[src/hw/bbs_pkg.sv]
// Purpose: shared constants and types for the battery-backed sleep controller
// Assumes: AXI4-Lite register access, 32-bit data, one clock
// Notes: byte offsets, control bit positions, event bits and reset values
package bbs_pkg;
	localparam int ADDR_W = 12;
	localparam int MEM_WORDS = 64;
	localparam int MEM_AW = 6;

	// register byte offsets
	localparam logic [ADDR_W-1:0] OFS_COUNT = 12'h000;
	localparam logic [ADDR_W-1:0] OFS_MATCH0 = 12'h004;
	localparam logic [ADDR_W-1:0] OFS_MATCH1 = 12'h008;
	localparam logic [ADDR_W-1:0] OFS_LOAD = 12'h00c;
	localparam logic [ADDR_W-1:0] OFS_CTL = 12'h010;
	localparam logic [ADDR_W-1:0] OFS_MASK = 12'h014;
	localparam logic [ADDR_W-1:0] OFS_RAW = 12'h018;
	localparam logic [ADDR_W-1:0] OFS_MASKED = 12'h01c;
	localparam logic [ADDR_W-1:0] OFS_CLEAR = 12'h020;
	localparam logic [ADDR_W-1:0] OFS_TRIM = 12'h024;
	localparam logic [ADDR_W-1:0] OFS_PINS = 12'h028;
	localparam logic [ADDR_W-1:0] OFS_MEM_LO = 12'h030;
	localparam logic [ADDR_W-1:0] OFS_MEM_HI = 12'h12c;

	// control register bits
	localparam int CTL_RUN = 0;
	localparam int CTL_REQ = 1;
	localparam int CTL_REFSEL = 2;
	localparam int CTL_MATCHWAKE = 3;
	localparam int CTL_PINWAKE = 4;
	localparam int CTL_LOW_BATT_FLAG = 5;
	localparam int CTL_CLKEN = 6;
	localparam int CTL_ABORT = 7;
	localparam logic [31:0] CTL_WMASK = 32'h0000_00ff;

	// event bits, shared by raw, mask, masked and clear registers
	localparam int EV_W = 4;
	localparam int EV_MATCH0 = 0;
	localparam int EV_MATCH1 = 1;
	localparam int EV_LOW_BATT_FLAG = 2;
	localparam int EV_PIN = 3;

	// status pin register bits
	localparam int PIN_WAKE = 0;
	localparam int PIN_CUT = 1;
	localparam int PIN_ASLEEP = 2;

	// reset values
	localparam logic [31:0] RST_MATCH = 32'hffff_ffff;
	localparam logic [31:0] RST_LOAD = 32'hffff_ffff;
	localparam logic [31:0] RST_CTL = 32'h8000_0000;
	localparam logic [31:0] RST_TRIM = 32'h0000_7fff;

	// time base
	localparam int PRE_W = 16;
	localparam logic [PRE_W-1:0] PRE_NOMINAL = 16'h7fff;
	localparam int TRIM_IDX_W = 6;
	localparam int XDIV_W = 7;
	localparam logic [XDIV_W-1:0] XDIV_LAST = 7'h7f;

	localparam logic [1:0] RESP_OKAY = 2'h0;
	localparam logic [1:0] RESP_SLVERR = 2'h2;

	typedef enum logic {BBS_AWAKE, BBS_CUT} bbs_pwr_t;
endpackage

[src/hw/bbs_mem_if.sv]
// Purpose: port bundle between the controller and its retained word store
// Assumes: one access per cycle, read data one cycle after request
// Notes: strobes select byte lanes on writes
`timescale 1ns/1ps
`default_nettype none
interface bbs_mem_if;
	import bbs_pkg::*;
	logic en;
	logic we;
	logic [MEM_AW-1:0] addr;
	logic [31:0] wdata;
	logic [3:0] strb;
	logic [31:0] rdata;
	modport ctl (output en, output we, output addr, output wdata, output strb, input rdata);
	modport mem (input en, input we, input addr, input wdata, input strb, output rdata);
endinterface
`default_nettype wire

[src/hw/bbs_mem.sv]
// Purpose: 64 retained 32-bit words with registered read data
// Assumes: contents survive power cut and system reset; only the power-on reset clears them
// Notes: clock enable low freezes contents and read data
`timescale 1ns/1ps
`default_nettype none
module bbs_mem
	import bbs_pkg::*;
(
	input wire logic clock,
	input wire logic rst_b,
	input wire logic ce,
	bbs_mem_if.mem port
);
	typedef struct packed {
		logic [MEM_WORDS-1:0][31:0] words;
		logic [31:0] rdata;
	} bbs_mem_state_t;

	bbs_mem_state_t s_r;
	bbs_mem_state_t s_nxt;

	// byte-lane write, read returns the old word
	always_comb begin
		s_nxt = s_r;
		if (port.en) begin
			s_nxt.rdata = s_r.words[port.addr];
			if (port.we) begin
				for (int b = 0; b < 4; b++) begin
					if (port.strb[b])
						s_nxt.words[port.addr][8*b +: 8] = port.wdata[8*b +: 8];
				end
			end
		end
	end

	// only the power-on reset clears the store
	always_ff @(posedge clock or negedge rst_b) begin
		if (!rst_b)
			s_r <= '0;
		else if (ce)
			s_r <= s_nxt;
	end

	assign port.rdata = s_r.rdata;
endmodule
`default_nettype wire

[src/hw/bbs_top.sv]
// Purpose: battery-backed sleep controller with seconds counter, matches and retained words
// Assumes: AXI4-Lite slave on clock; ref_tick and xtal_tick are one-cycle pulses of the slow references
// Notes: rst_b is the cold power-on; sys_reset_req only acts when counting and pin wake are off
// Notes on behaviour
// - compare backup voltage against low threshold
// - low-battery flag set when detection enabled
// - abort power-down on low battery
// - no battery check while powered down
// - 32-bit seconds counter advancing each second
// - predivider counts reference ticks, trim every 64
// - larger trim slows, smaller speeds up
// - two match registers compared against counter
// - counter runs only when enabled; load immediate
// - counting continues regardless of power state
// - 64 retained read/write words
// - power-cut output asserted low, released on wake
// - wake on pin or match when enabled
// - wake condition stays pending after power-up
// - three event kinds ORed into one line
// - per-event mask; write one clears event
// - match masks at event mask bits 1:0
// - reference select picks direct or crystal/128
// - clock enable bit kept through power-down
// - control codes start match, pin, both wake
// - reset on power-on or qualified system reset
`timescale 1ns/1ps
`default_nettype none
module bbs_top
	import bbs_pkg::*;
(
	input wire logic clock,
	input wire logic rst_b,
	input wire logic ce,
	input wire logic sys_reset_req,
	input wire logic ref_tick,
	input wire logic xtal_tick,
	input wire logic wake_n,
	input wire logic vbat_low,
	input wire logic power_cut_in,
	output logic power_cut_out_n,
	output logic power_cut_oe_n,
	output logic irq,
	input wire logic [ADDR_W-1:0] awaddr,
	input wire logic awvalid,
	output logic awready,
	input wire logic [31:0] wdata,
	input wire logic [3:0] wstrb,
	input wire logic wvalid,
	output logic wready,
	output logic [1:0] bresp,
	output logic bvalid,
	input wire logic bready,
	input wire logic [ADDR_W-1:0] araddr,
	input wire logic arvalid,
	output logic arready,
	output logic [31:0] rdata,
	output logic [1:0] rresp,
	output logic rvalid,
	input wire logic rready
);
	typedef struct packed {
		logic awready;
		logic wready;
		logic bvalid;
		logic [1:0] bresp;
		logic arready;
		logic rvalid;
		logic [1:0] rresp;
		logic [31:0] rdata;
		logic aw_hold;
		logic [ADDR_W-1:0] aw_addr;
		logic w_hold;
		logic [31:0] w_data;
		logic [3:0] w_strb;
		logic rd_pend;
		logic [ADDR_W-1:0] rd_addr;
		logic [31:0] count;
		logic [31:0] match0;
		logic [31:0] match1;
		logic [31:0] load;
		logic [31:0] ctl;
		logic [31:0] trim;
		logic [EV_W-1:0] mask;
		logic [EV_W-1:0] raw;
		logic [PRE_W-1:0] prediv;
		logic [TRIM_IDX_W-1:0] sec_idx;
		logic [XDIV_W-1:0] xdiv;
		logic [1:0] eq_prev;
		logic wake_prev;
		bbs_pwr_t pwr;
		logic cut_n;
		logic cut_oe_n;
		logic irq;
	} bbs_state_t;

	localparam bbs_state_t STATE_RST = '{
		awready: 1'b1, wready: 1'b1, arready: 1'b1,
		bresp: RESP_OKAY, rresp: RESP_OKAY,
		match0: RST_MATCH, match1: RST_MATCH, load: RST_LOAD,
		ctl: RST_CTL, trim: RST_TRIM, prediv: PRE_NOMINAL,
		wake_prev: 1'b1, pwr: BBS_AWAKE, cut_n: 1'b1, cut_oe_n: 1'b1,
		default: '0
	};

	bbs_state_t s_r;
	bbs_state_t s_nxt;
	bbs_mem_if mem_bus ();

	// merge a write into a register under the byte strobes
	function automatic logic [31:0] merge(input logic [31:0] old, input logic [31:0] data,
		input logic [3:0] strb);
		logic [31:0] res;
		res = old;
		for (int b = 0; b < 4; b++) begin
			if (strb[b])
				res[8*b +: 8] = data[8*b +: 8];
		end
		return res;
	endfunction

	// true for a word address inside the retained store window
	function automatic logic in_mem(input logic [ADDR_W-1:0] a);
		return (a >= OFS_MEM_LO) && (a <= OFS_MEM_HI) && (a[1:0] == 2'h0);
	endfunction

	// word index of a retained store address
	function automatic logic [MEM_AW-1:0] mem_index(input logic [ADDR_W-1:0] a);
		logic [ADDR_W-1:0] rel;
		rel = a - OFS_MEM_LO;
		return rel[MEM_AW+1:2];
	endfunction

	// mapped register or store word; misaligned and gaps answer with an error
	function automatic logic mapped(input logic [ADDR_W-1:0] a);
		return (a[1:0] == 2'h0) && ((a <= OFS_PINS) || in_mem(a));
	endfunction

	logic do_write;
	logic do_read;
	logic ref_pulse;
	logic sec_pulse;
	logic [1:0] eq_now;
	logic [EV_W-1:0] ev_set;
	logic [EV_W-1:0] ev_clr;
	logic batt_low_now;
	logic wake_asserted;
	logic [31:0] wr_val;

	always_comb begin
		s_nxt = s_r;
		ev_set = '0;
		ev_clr = '0;
		wr_val = '0;

		// write channel: address and data taken in either order
		if (awvalid && s_r.awready) begin
			s_nxt.aw_hold = 1'b1;
			s_nxt.aw_addr = awaddr;
		end
		if (wvalid && s_r.wready) begin
			s_nxt.w_hold = 1'b1;
			s_nxt.w_data = wdata;
			s_nxt.w_strb = wstrb;
		end
		if (s_r.bvalid && bready)
			s_nxt.bvalid = 1'b0;
		// a read taken this cycle owns the store port, so a ready write waits one cycle
		do_read = arvalid && s_r.arready;
		do_write = s_r.aw_hold && s_r.w_hold && !s_r.bvalid && !do_read;
		if (do_write) begin
			s_nxt.aw_hold = 1'b0;
			s_nxt.w_hold = 1'b0;
			s_nxt.bvalid = 1'b1;
			s_nxt.bresp = mapped(s_r.aw_addr) ? RESP_OKAY : RESP_SLVERR;
		end
		s_nxt.awready = !s_nxt.aw_hold && !s_nxt.bvalid;
		s_nxt.wready = !s_nxt.w_hold && !s_nxt.bvalid;

		// read channel: the store needs one cycle, so every read takes two
		if (do_read) begin
			s_nxt.rd_pend = 1'b1;
			s_nxt.rd_addr = araddr;
			s_nxt.arready = 1'b0;
		end
		if (s_r.rd_pend) begin
			s_nxt.rd_pend = 1'b0;
			s_nxt.rvalid = 1'b1;
			s_nxt.rresp = mapped(s_r.rd_addr) ? RESP_OKAY : RESP_SLVERR;
			case (s_r.rd_addr)
				OFS_COUNT: s_nxt.rdata = s_r.count;
				OFS_MATCH0: s_nxt.rdata = s_r.match0;
				OFS_MATCH1: s_nxt.rdata = s_r.match1;
				OFS_LOAD: s_nxt.rdata = s_r.load;
				OFS_CTL: s_nxt.rdata = s_r.ctl;
				OFS_MASK: s_nxt.rdata = {{(32-EV_W){1'b0}}, s_r.mask};
				OFS_RAW: s_nxt.rdata = {{(32-EV_W){1'b0}}, s_r.raw};
				OFS_MASKED: s_nxt.rdata = {{(32-EV_W){1'b0}}, s_r.raw & s_r.mask};
				OFS_TRIM: s_nxt.rdata = s_r.trim;
				OFS_PINS: begin
					s_nxt.rdata = '0;
					s_nxt.rdata[PIN_WAKE] = wake_n;
					s_nxt.rdata[PIN_CUT] = power_cut_in;
					s_nxt.rdata[PIN_ASLEEP] = (s_r.pwr == BBS_CUT);
				end
				default: s_nxt.rdata = in_mem(s_r.rd_addr) ? mem_bus.rdata : '0;
			endcase
		end
		if (s_r.rvalid && rready) begin
			s_nxt.rvalid = 1'b0;
			s_nxt.arready = 1'b1;
		end

		// slow reference: direct tick, or crystal divided down
		// reference select
		if (s_r.ctl[CTL_CLKEN] && !s_r.ctl[CTL_REFSEL] && xtal_tick)
			s_nxt.xdiv = s_r.xdiv + 1'b1;
		ref_pulse = s_r.ctl[CTL_CLKEN] &&
			(s_r.ctl[CTL_REFSEL] ? ref_tick : (xtal_tick && s_r.xdiv == XDIV_LAST));

		// predivider with trim
		// the divider keeps running while stopped, so a later start stays in phase
		sec_pulse = ref_pulse && (s_r.prediv == '0);
		if (ref_pulse) begin
			if (s_r.prediv == '0) begin
				s_nxt.sec_idx = s_r.sec_idx + 1'b1;
				s_nxt.prediv = (s_nxt.sec_idx == '0) ? s_r.trim[PRE_W-1:0] : PRE_NOMINAL;
			end else begin
				s_nxt.prediv = s_r.prediv - 1'b1;
			end
		end

		if (sec_pulse && s_r.ctl[CTL_RUN])
			s_nxt.count = s_r.count + 1'b1;

		// register writes; a load write wins over the same-cycle tick
		if (do_write && mapped(s_r.aw_addr)) begin
			wr_val = s_r.w_data;
			case (s_r.aw_addr)
				OFS_MATCH0: s_nxt.match0 = merge(s_r.match0, wr_val, s_r.w_strb);
				OFS_MATCH1: s_nxt.match1 = merge(s_r.match1, wr_val, s_r.w_strb);
				OFS_LOAD: begin
					s_nxt.load = merge(s_r.load, wr_val, s_r.w_strb);
					s_nxt.count = s_nxt.load;
				end
				OFS_CTL: s_nxt.ctl = (s_r.ctl & ~CTL_WMASK) |
					(merge(s_r.ctl, wr_val, s_r.w_strb) & CTL_WMASK);
				OFS_MASK: if (s_r.w_strb[0]) s_nxt.mask = wr_val[EV_W-1:0];
				OFS_CLEAR: if (s_r.w_strb[0]) ev_clr = wr_val[EV_W-1:0];
				OFS_TRIM: s_nxt.trim = merge(s_r.trim, wr_val, s_r.w_strb);
				default: s_nxt.ctl = s_nxt.ctl;
			endcase
		end

		eq_now[0] = (s_r.count == s_r.match0);
		eq_now[1] = (s_r.count == s_r.match1);
		s_nxt.eq_prev = eq_now;
		ev_set[EV_MATCH0] = eq_now[0] && !s_r.eq_prev[0];
		ev_set[EV_MATCH1] = eq_now[1] && !s_r.eq_prev[1];

		batt_low_now = vbat_low && (s_r.pwr == BBS_AWAKE);
		ev_set[EV_LOW_BATT_FLAG] = batt_low_now && s_r.ctl[CTL_LOW_BATT_FLAG];

		// pin assertion is the low level of the active-low wake input; the pin event is its falling edge
		wake_asserted = !wake_n;
		s_nxt.wake_prev = wake_n;
		ev_set[EV_PIN] = !wake_n && s_r.wake_prev;

		// flags are sticky across the wake
		s_nxt.raw = (s_r.raw & ~ev_clr) | ev_set;

		// power sequencing
		case (s_r.pwr)
			BBS_AWAKE: begin
				if (s_r.ctl[CTL_REQ]) begin
					s_nxt.ctl[CTL_REQ] = 1'b0;
					if (s_r.ctl[CTL_ABORT] && s_r.ctl[CTL_LOW_BATT_FLAG] && batt_low_now)
						s_nxt.pwr = BBS_AWAKE;
					// request without a wake source is dropped
					else if (s_r.ctl[CTL_PINWAKE] || s_r.ctl[CTL_MATCHWAKE])
						s_nxt.pwr = BBS_CUT;
				end
			end
			BBS_CUT: begin
				if ((s_r.ctl[CTL_PINWAKE] && wake_asserted) ||
					(s_r.ctl[CTL_MATCHWAKE] && (|eq_now)))
					s_nxt.pwr = BBS_AWAKE;
			end
			default: s_nxt.pwr = BBS_AWAKE;
		endcase

		// drive low while cut
		// open-drain: enable low only while pulling the line down
		s_nxt.cut_n = (s_nxt.pwr == BBS_AWAKE);
		s_nxt.cut_oe_n = (s_nxt.pwr == BBS_AWAKE);

		// line is OR of masked bits
		s_nxt.irq = |(s_nxt.raw & s_nxt.mask);

		if (sys_reset_req && !s_r.ctl[CTL_RUN] && !s_r.ctl[CTL_PINWAKE])
			s_nxt = STATE_RST;
	end

	assign mem_bus.en = do_read || do_write;
	assign mem_bus.we = do_write && in_mem(s_r.aw_addr);
	assign mem_bus.addr = do_write ? mem_index(s_r.aw_addr) : mem_index(araddr);
	assign mem_bus.wdata = s_r.w_data;
	assign mem_bus.strb = s_r.w_strb;

	bbs_mem u_mem (
		.clock(clock),
		.rst_b(rst_b),
		.ce(ce),
		.port(mem_bus.mem)
	);

	// all state in one register; clock enable freezes it
	always_ff @(posedge clock or negedge rst_b) begin
		if (!rst_b)
			s_r <= STATE_RST;
		else if (ce)
			s_r <= s_nxt;
	end

	assign power_cut_out_n = s_r.cut_n;
	assign power_cut_oe_n = s_r.cut_oe_n;
	assign irq = s_r.irq;
	assign awready = s_r.awready;
	assign wready = s_r.wready;
	assign bresp = s_r.bresp;
	assign bvalid = s_r.bvalid;
	assign arready = s_r.arready;
	assign rdata = s_r.rdata;
	assign rresp = s_r.rresp;
	assign rvalid = s_r.rvalid;
endmodule
`default_nettype wire

[config.mk]
export PLATFORM = sky130hd
export DESIGN_NAME = bbs_top
export DESIGN_NICKNAME = d
export VERILOG_FILES = /design/src/hw/bbs_pkg.sv /design/src/hw/bbs_mem_if.sv /design/src/hw/bbs_mem.sv /design/src/hw/bbs_top.sv
export SDC_FILE = /design/constraint.sdc
export NUM_CORES = 2
export LEC_CHECK = 0
export BUFFER_PORTS_ARGS = -buffer_cell sky130_fd_sc_hd__clkbuf_2
export CAP_MARGIN = 25
export CELL_PAD_IN_SITES_DETAIL_PLACEMENT = 0
export CELL_PAD_IN_SITES_GLOBAL_PLACEMENT = 1
export CORE_MARGIN = 3
export CORE_UTILIZATION = 55
export CTS_BUF_LIST = sky130_fd_sc_hd__clkbuf_4
export CTS_CLUSTER_DIAMETER = 100
export CTS_CLUSTER_SIZE = 24
export DETAILED_ROUTE_END_ITERATION = 16
export PLACE_DENSITY_LB_ADDON = 0.1
export SLEW_MARGIN = 20
export SYNTH_ARGS = -nofsm -noshare
export SYNTH_HDL_FRONTEND = slang
export SYNTH_SLANG_ARGS = --single-unit
[constraint.sdc]
create_clock -name clock -period 6.4 [get_ports clock]
set_input_delay 0.96 -clock clock [delete_from_list [all_inputs] [get_ports clock]]
set_output_delay 0.96 -clock clock [all_outputs]
set_load 0.02 [all_outputs]
==> flow_metrics.env <==
export IMPL_status="finished clean"
export IMPL_final_util=0.5849
export IMPL_nets=8375
export IMPL_cp_required_ns=7.60
export IMPL_finalClockSkew_ns=0.09301
export IMPL_die_area_um2=200100
export IMPL_place_area_um2=110800
export IMPL_hold_class="primary input to register"
export IMPL_drc=0
export IMPL_power_density_nw_per_um2=213.7
export IMPL_final_common_cell="dfrtp_1"
export IMPL_finalCritPeriodShare=0.8132
export IMPL_hold_end="bvalid"
export IMPL_root_buffer="clkbuf_4"
export IMPL_cp_arrival_ns=6.41
export IMPL_gp_congestion=0.9488
export IMPL_grt_total_usage=0.3394
export IMPL_cts_buffer_depth=3
export IMPL_cts_made_buffers=111
export IMPL_hold_slack_ns=0.1642
export IMPL_avgSynthCellArea_um2=12.71
export IMPL_fp_dieH_um=447.3
export IMPL_drt_initial_drc_count=8084
export IMPL_finalHoldViolCount=0
export IMPL_start_kind="register"
export IMPL_whs_path_depth=5
export IMPL_io_buffer_count=115
export IMPL_synth_top_cell_by_area="dfrtp_1"
export IMPL_clk_pin_slew_ns=0.24
export IMPL_die_w_um=447.3
export IMPL_clk_latency_ns=1.32
export IMPL_layout_common_cells="dfrtp_1 (2,230), mux2_2 (1,858), a22oi_1 (681)"
export IMPL_ios=118
export IMPL_dr_pass1_iters=6
export IMPL_ys_top_cells_by_area="dfrtp_1 (53%), mux2_2 (20%), a22oi_1 (4.8%)"
export IMPL_grt_overflow=0
export IMPL_rows=161
export IMPL_finalSetupViolations=0
export IMPL_ir_drop_uv=126.4
export IMPL_hpwl_um=217900
export IMPL_tightest_slew_ns=1.163
export IMPL_postLayoutCellArea_um2=112900
export IMPL_start_util=0.5551
export IMPL_grt_pass1_wl_um=507400
export IMPL_rsz0062_at_grt="no"
export IMPL_synth_async_reset_ratio=1.000
export IMPL_num_fill_cells=15910
export IMPL_area_delta_synth_final_pct=5.380
export IMPL_leakage_nw=53.29
export IMPL_core_area_um2=193000
export IMPL_worstReg2RegEnd="u_mem.s_r[1869]"
export IMPL_tns_ns=0
export IMPL_yosysTopAreaCellShare=0.5284
export IMPL_max_slew_margin=0.2222
export IMPL_worst_r2r_cell_count=9
export IMPL_via_per_inst=6.804
export IMPL_rr_startpoint="bvalid"
export IMPL_vias=74040
export IMPL_final_layout_size_suffix_gt1_frac=0.3143
export IMPL_ys_warn_count=0
export IMPL_end_kind="register"
export IMPL_antenna_found_initial=19
export IMPL_drt_wl_total_um=342200
export IMPL_synth_area_um2=107100
export IMPL_ys_ff_latch=2394
export IMPL_cts_tree="yes"
export IMPL_crit_path_max_fanout=23
export IMPL_path_class="register to register"
export IMPL_synth_flop_cell="dfrtp_1"
export IMPL_synthesis_instances=8428
export IMPL_min_from="bready"
export IMPL_synth_cell_type_count=75
export IMPL_layout_min_cycle_time_ns=5.204
export IMPL_slew_violations=0
export IMPL_ant_nets=0
export IMPL_synth_seq_area_share=0.5608
export IMPL_route_detailed_wl_per_inst_um=31.44
export IMPL_cap_viol_max_count=0
export IMPL_htreeDepth=3
export IMPL_synth_edf_count=0
export IMPL_r2r_setup_slack_ns=1.20
export IMPL_timing_fmax_mhz=192.1
export IMPL_grt_max_degree=167
export IMPL_cts_sinks=2394
export IMPL_grt_pass1_vias=73620
-- timing repair --
action | CTS | global route
hold endpoints to repair | 157 | 0
gates resized for setup | 0 | 0
setup buffers | 0 | 0
hold buffers | 66 | 0
-- critical path, cell delays in order, from the launching register on --
cell and delay (ns):
dfrtp_1 0.49, nand3b_1 0.53, nor2_1 0.96, o21ai_0 0.27, ha_1 0.67, nand2_1 0.24
nor2_4 0.63, buf_4 0.53, nand2_1 0.41, mux2_2 0.38
-- report_power, final --
group | internal (mW) | switching [mW] | leakage (nW)
registers | 15.5 | 0.383 | 32.9
clock network | 1.16 | 4.60 | 0.767
logic | 0.573 | 1.95 | 19.7
total | 17.2 | 6.93 | 53.3
-- kinds of logic (layout without fill, tap and decap cells) --
kind of cell	count (synthesis)	in the layout	share of synthesized area
other	1	10	0.00003501
buffers and inverters	723	642	0.02771
muxes	2211	2211	0.2306
AOI/OAI and AO/OA	1890	1890	0.1279
DFF	2394	2394	0.5608
and+or+nand+nor	1120	1120	0.04545
xor gates and xnor gates	83	83	0.006786
adders and majority gates	6	6	0.0007008
-- final cells by class --
| type | count | area (µm²) | area share |
|---|---|---|---|
| multi-input combinational | 5312 | 44340 | 0.3928 |
| sequential | 2394 | 60110 | 0.5325 |
| clock inverter | 16 | 153.9 | 0.001363 |
| antenna | 8 | 20.02 | 0.0001773 |
| clock buffer | 150 | 1126 | 0.009976 |
| tap | 2526 | 3161 | 0.02800 |
| timing repair buffer | 449 | 3864 | 0.03423 |
| inverter | 27 | 101.3 | 0.0008978 |
-- worst max-delay path by stage --
stage	start	endpoint	slack (ns)
6_report	bvalid	u_mem.s_r[1869]	1.20
5_1_grt	bvalid	u_mem.s_r[2053]	1.10
4_1_cts	bvalid	u_mem.s_r[2050]	1.45
3_5_place_dp	arvalid	u_mem.s_r[1870]	0.98
3_3_place_gp	arvalid	u_mem.s_r[797]	1.13
2_1_floorplan	arvalid	u_mem.s_r[106]	2.73
-- Yosys cell counts, drive strengths merged, types with 39 or more instances --
cell	n
nand2	666
nand3	64
xnor2	71
nand4	41
mux2	2058
dfstp	132
a22o	204
clkbuf	494
a31oi	156
o21ai	203
buf	202
a22oi	681
o2111ai	101
mux2i	153
a221oi	163
a21oi	202
nor3	51
nor2	165
dfrtp	2262
o2bb2ai	39
-- state kept, by name (all words and copies together) (netlist names), 4 cells and up --
register,cells
rdata,32
mem_bus.strb,4
u_mem.s_r,2048
s_r,237
u_mem.port.rdata,32
mem_bus.wdata,32
-- per-layer routing --
metal	global-route usage	vias to the layer above	routed length, µm
met5	0	-	65
met1	0.4985	39470	150500
met4	0.1080	10	11400
met2	0.5174	2960	153700
li1	-	31080	-
met3	0.05644	522	26540
-- per-stage QoR --
step,total power [mW],std cells,setup slack (ns)
finish,24.12,10880,1.196
floorplan,17.01,8429,2.728
global route,24.91,10880,1.105
global placement,18.49,10630,1.134
detailed placement,18.52,10640,0.9785
CTS,24.20,10870,1.455
(Power assumes the default switching activity.)
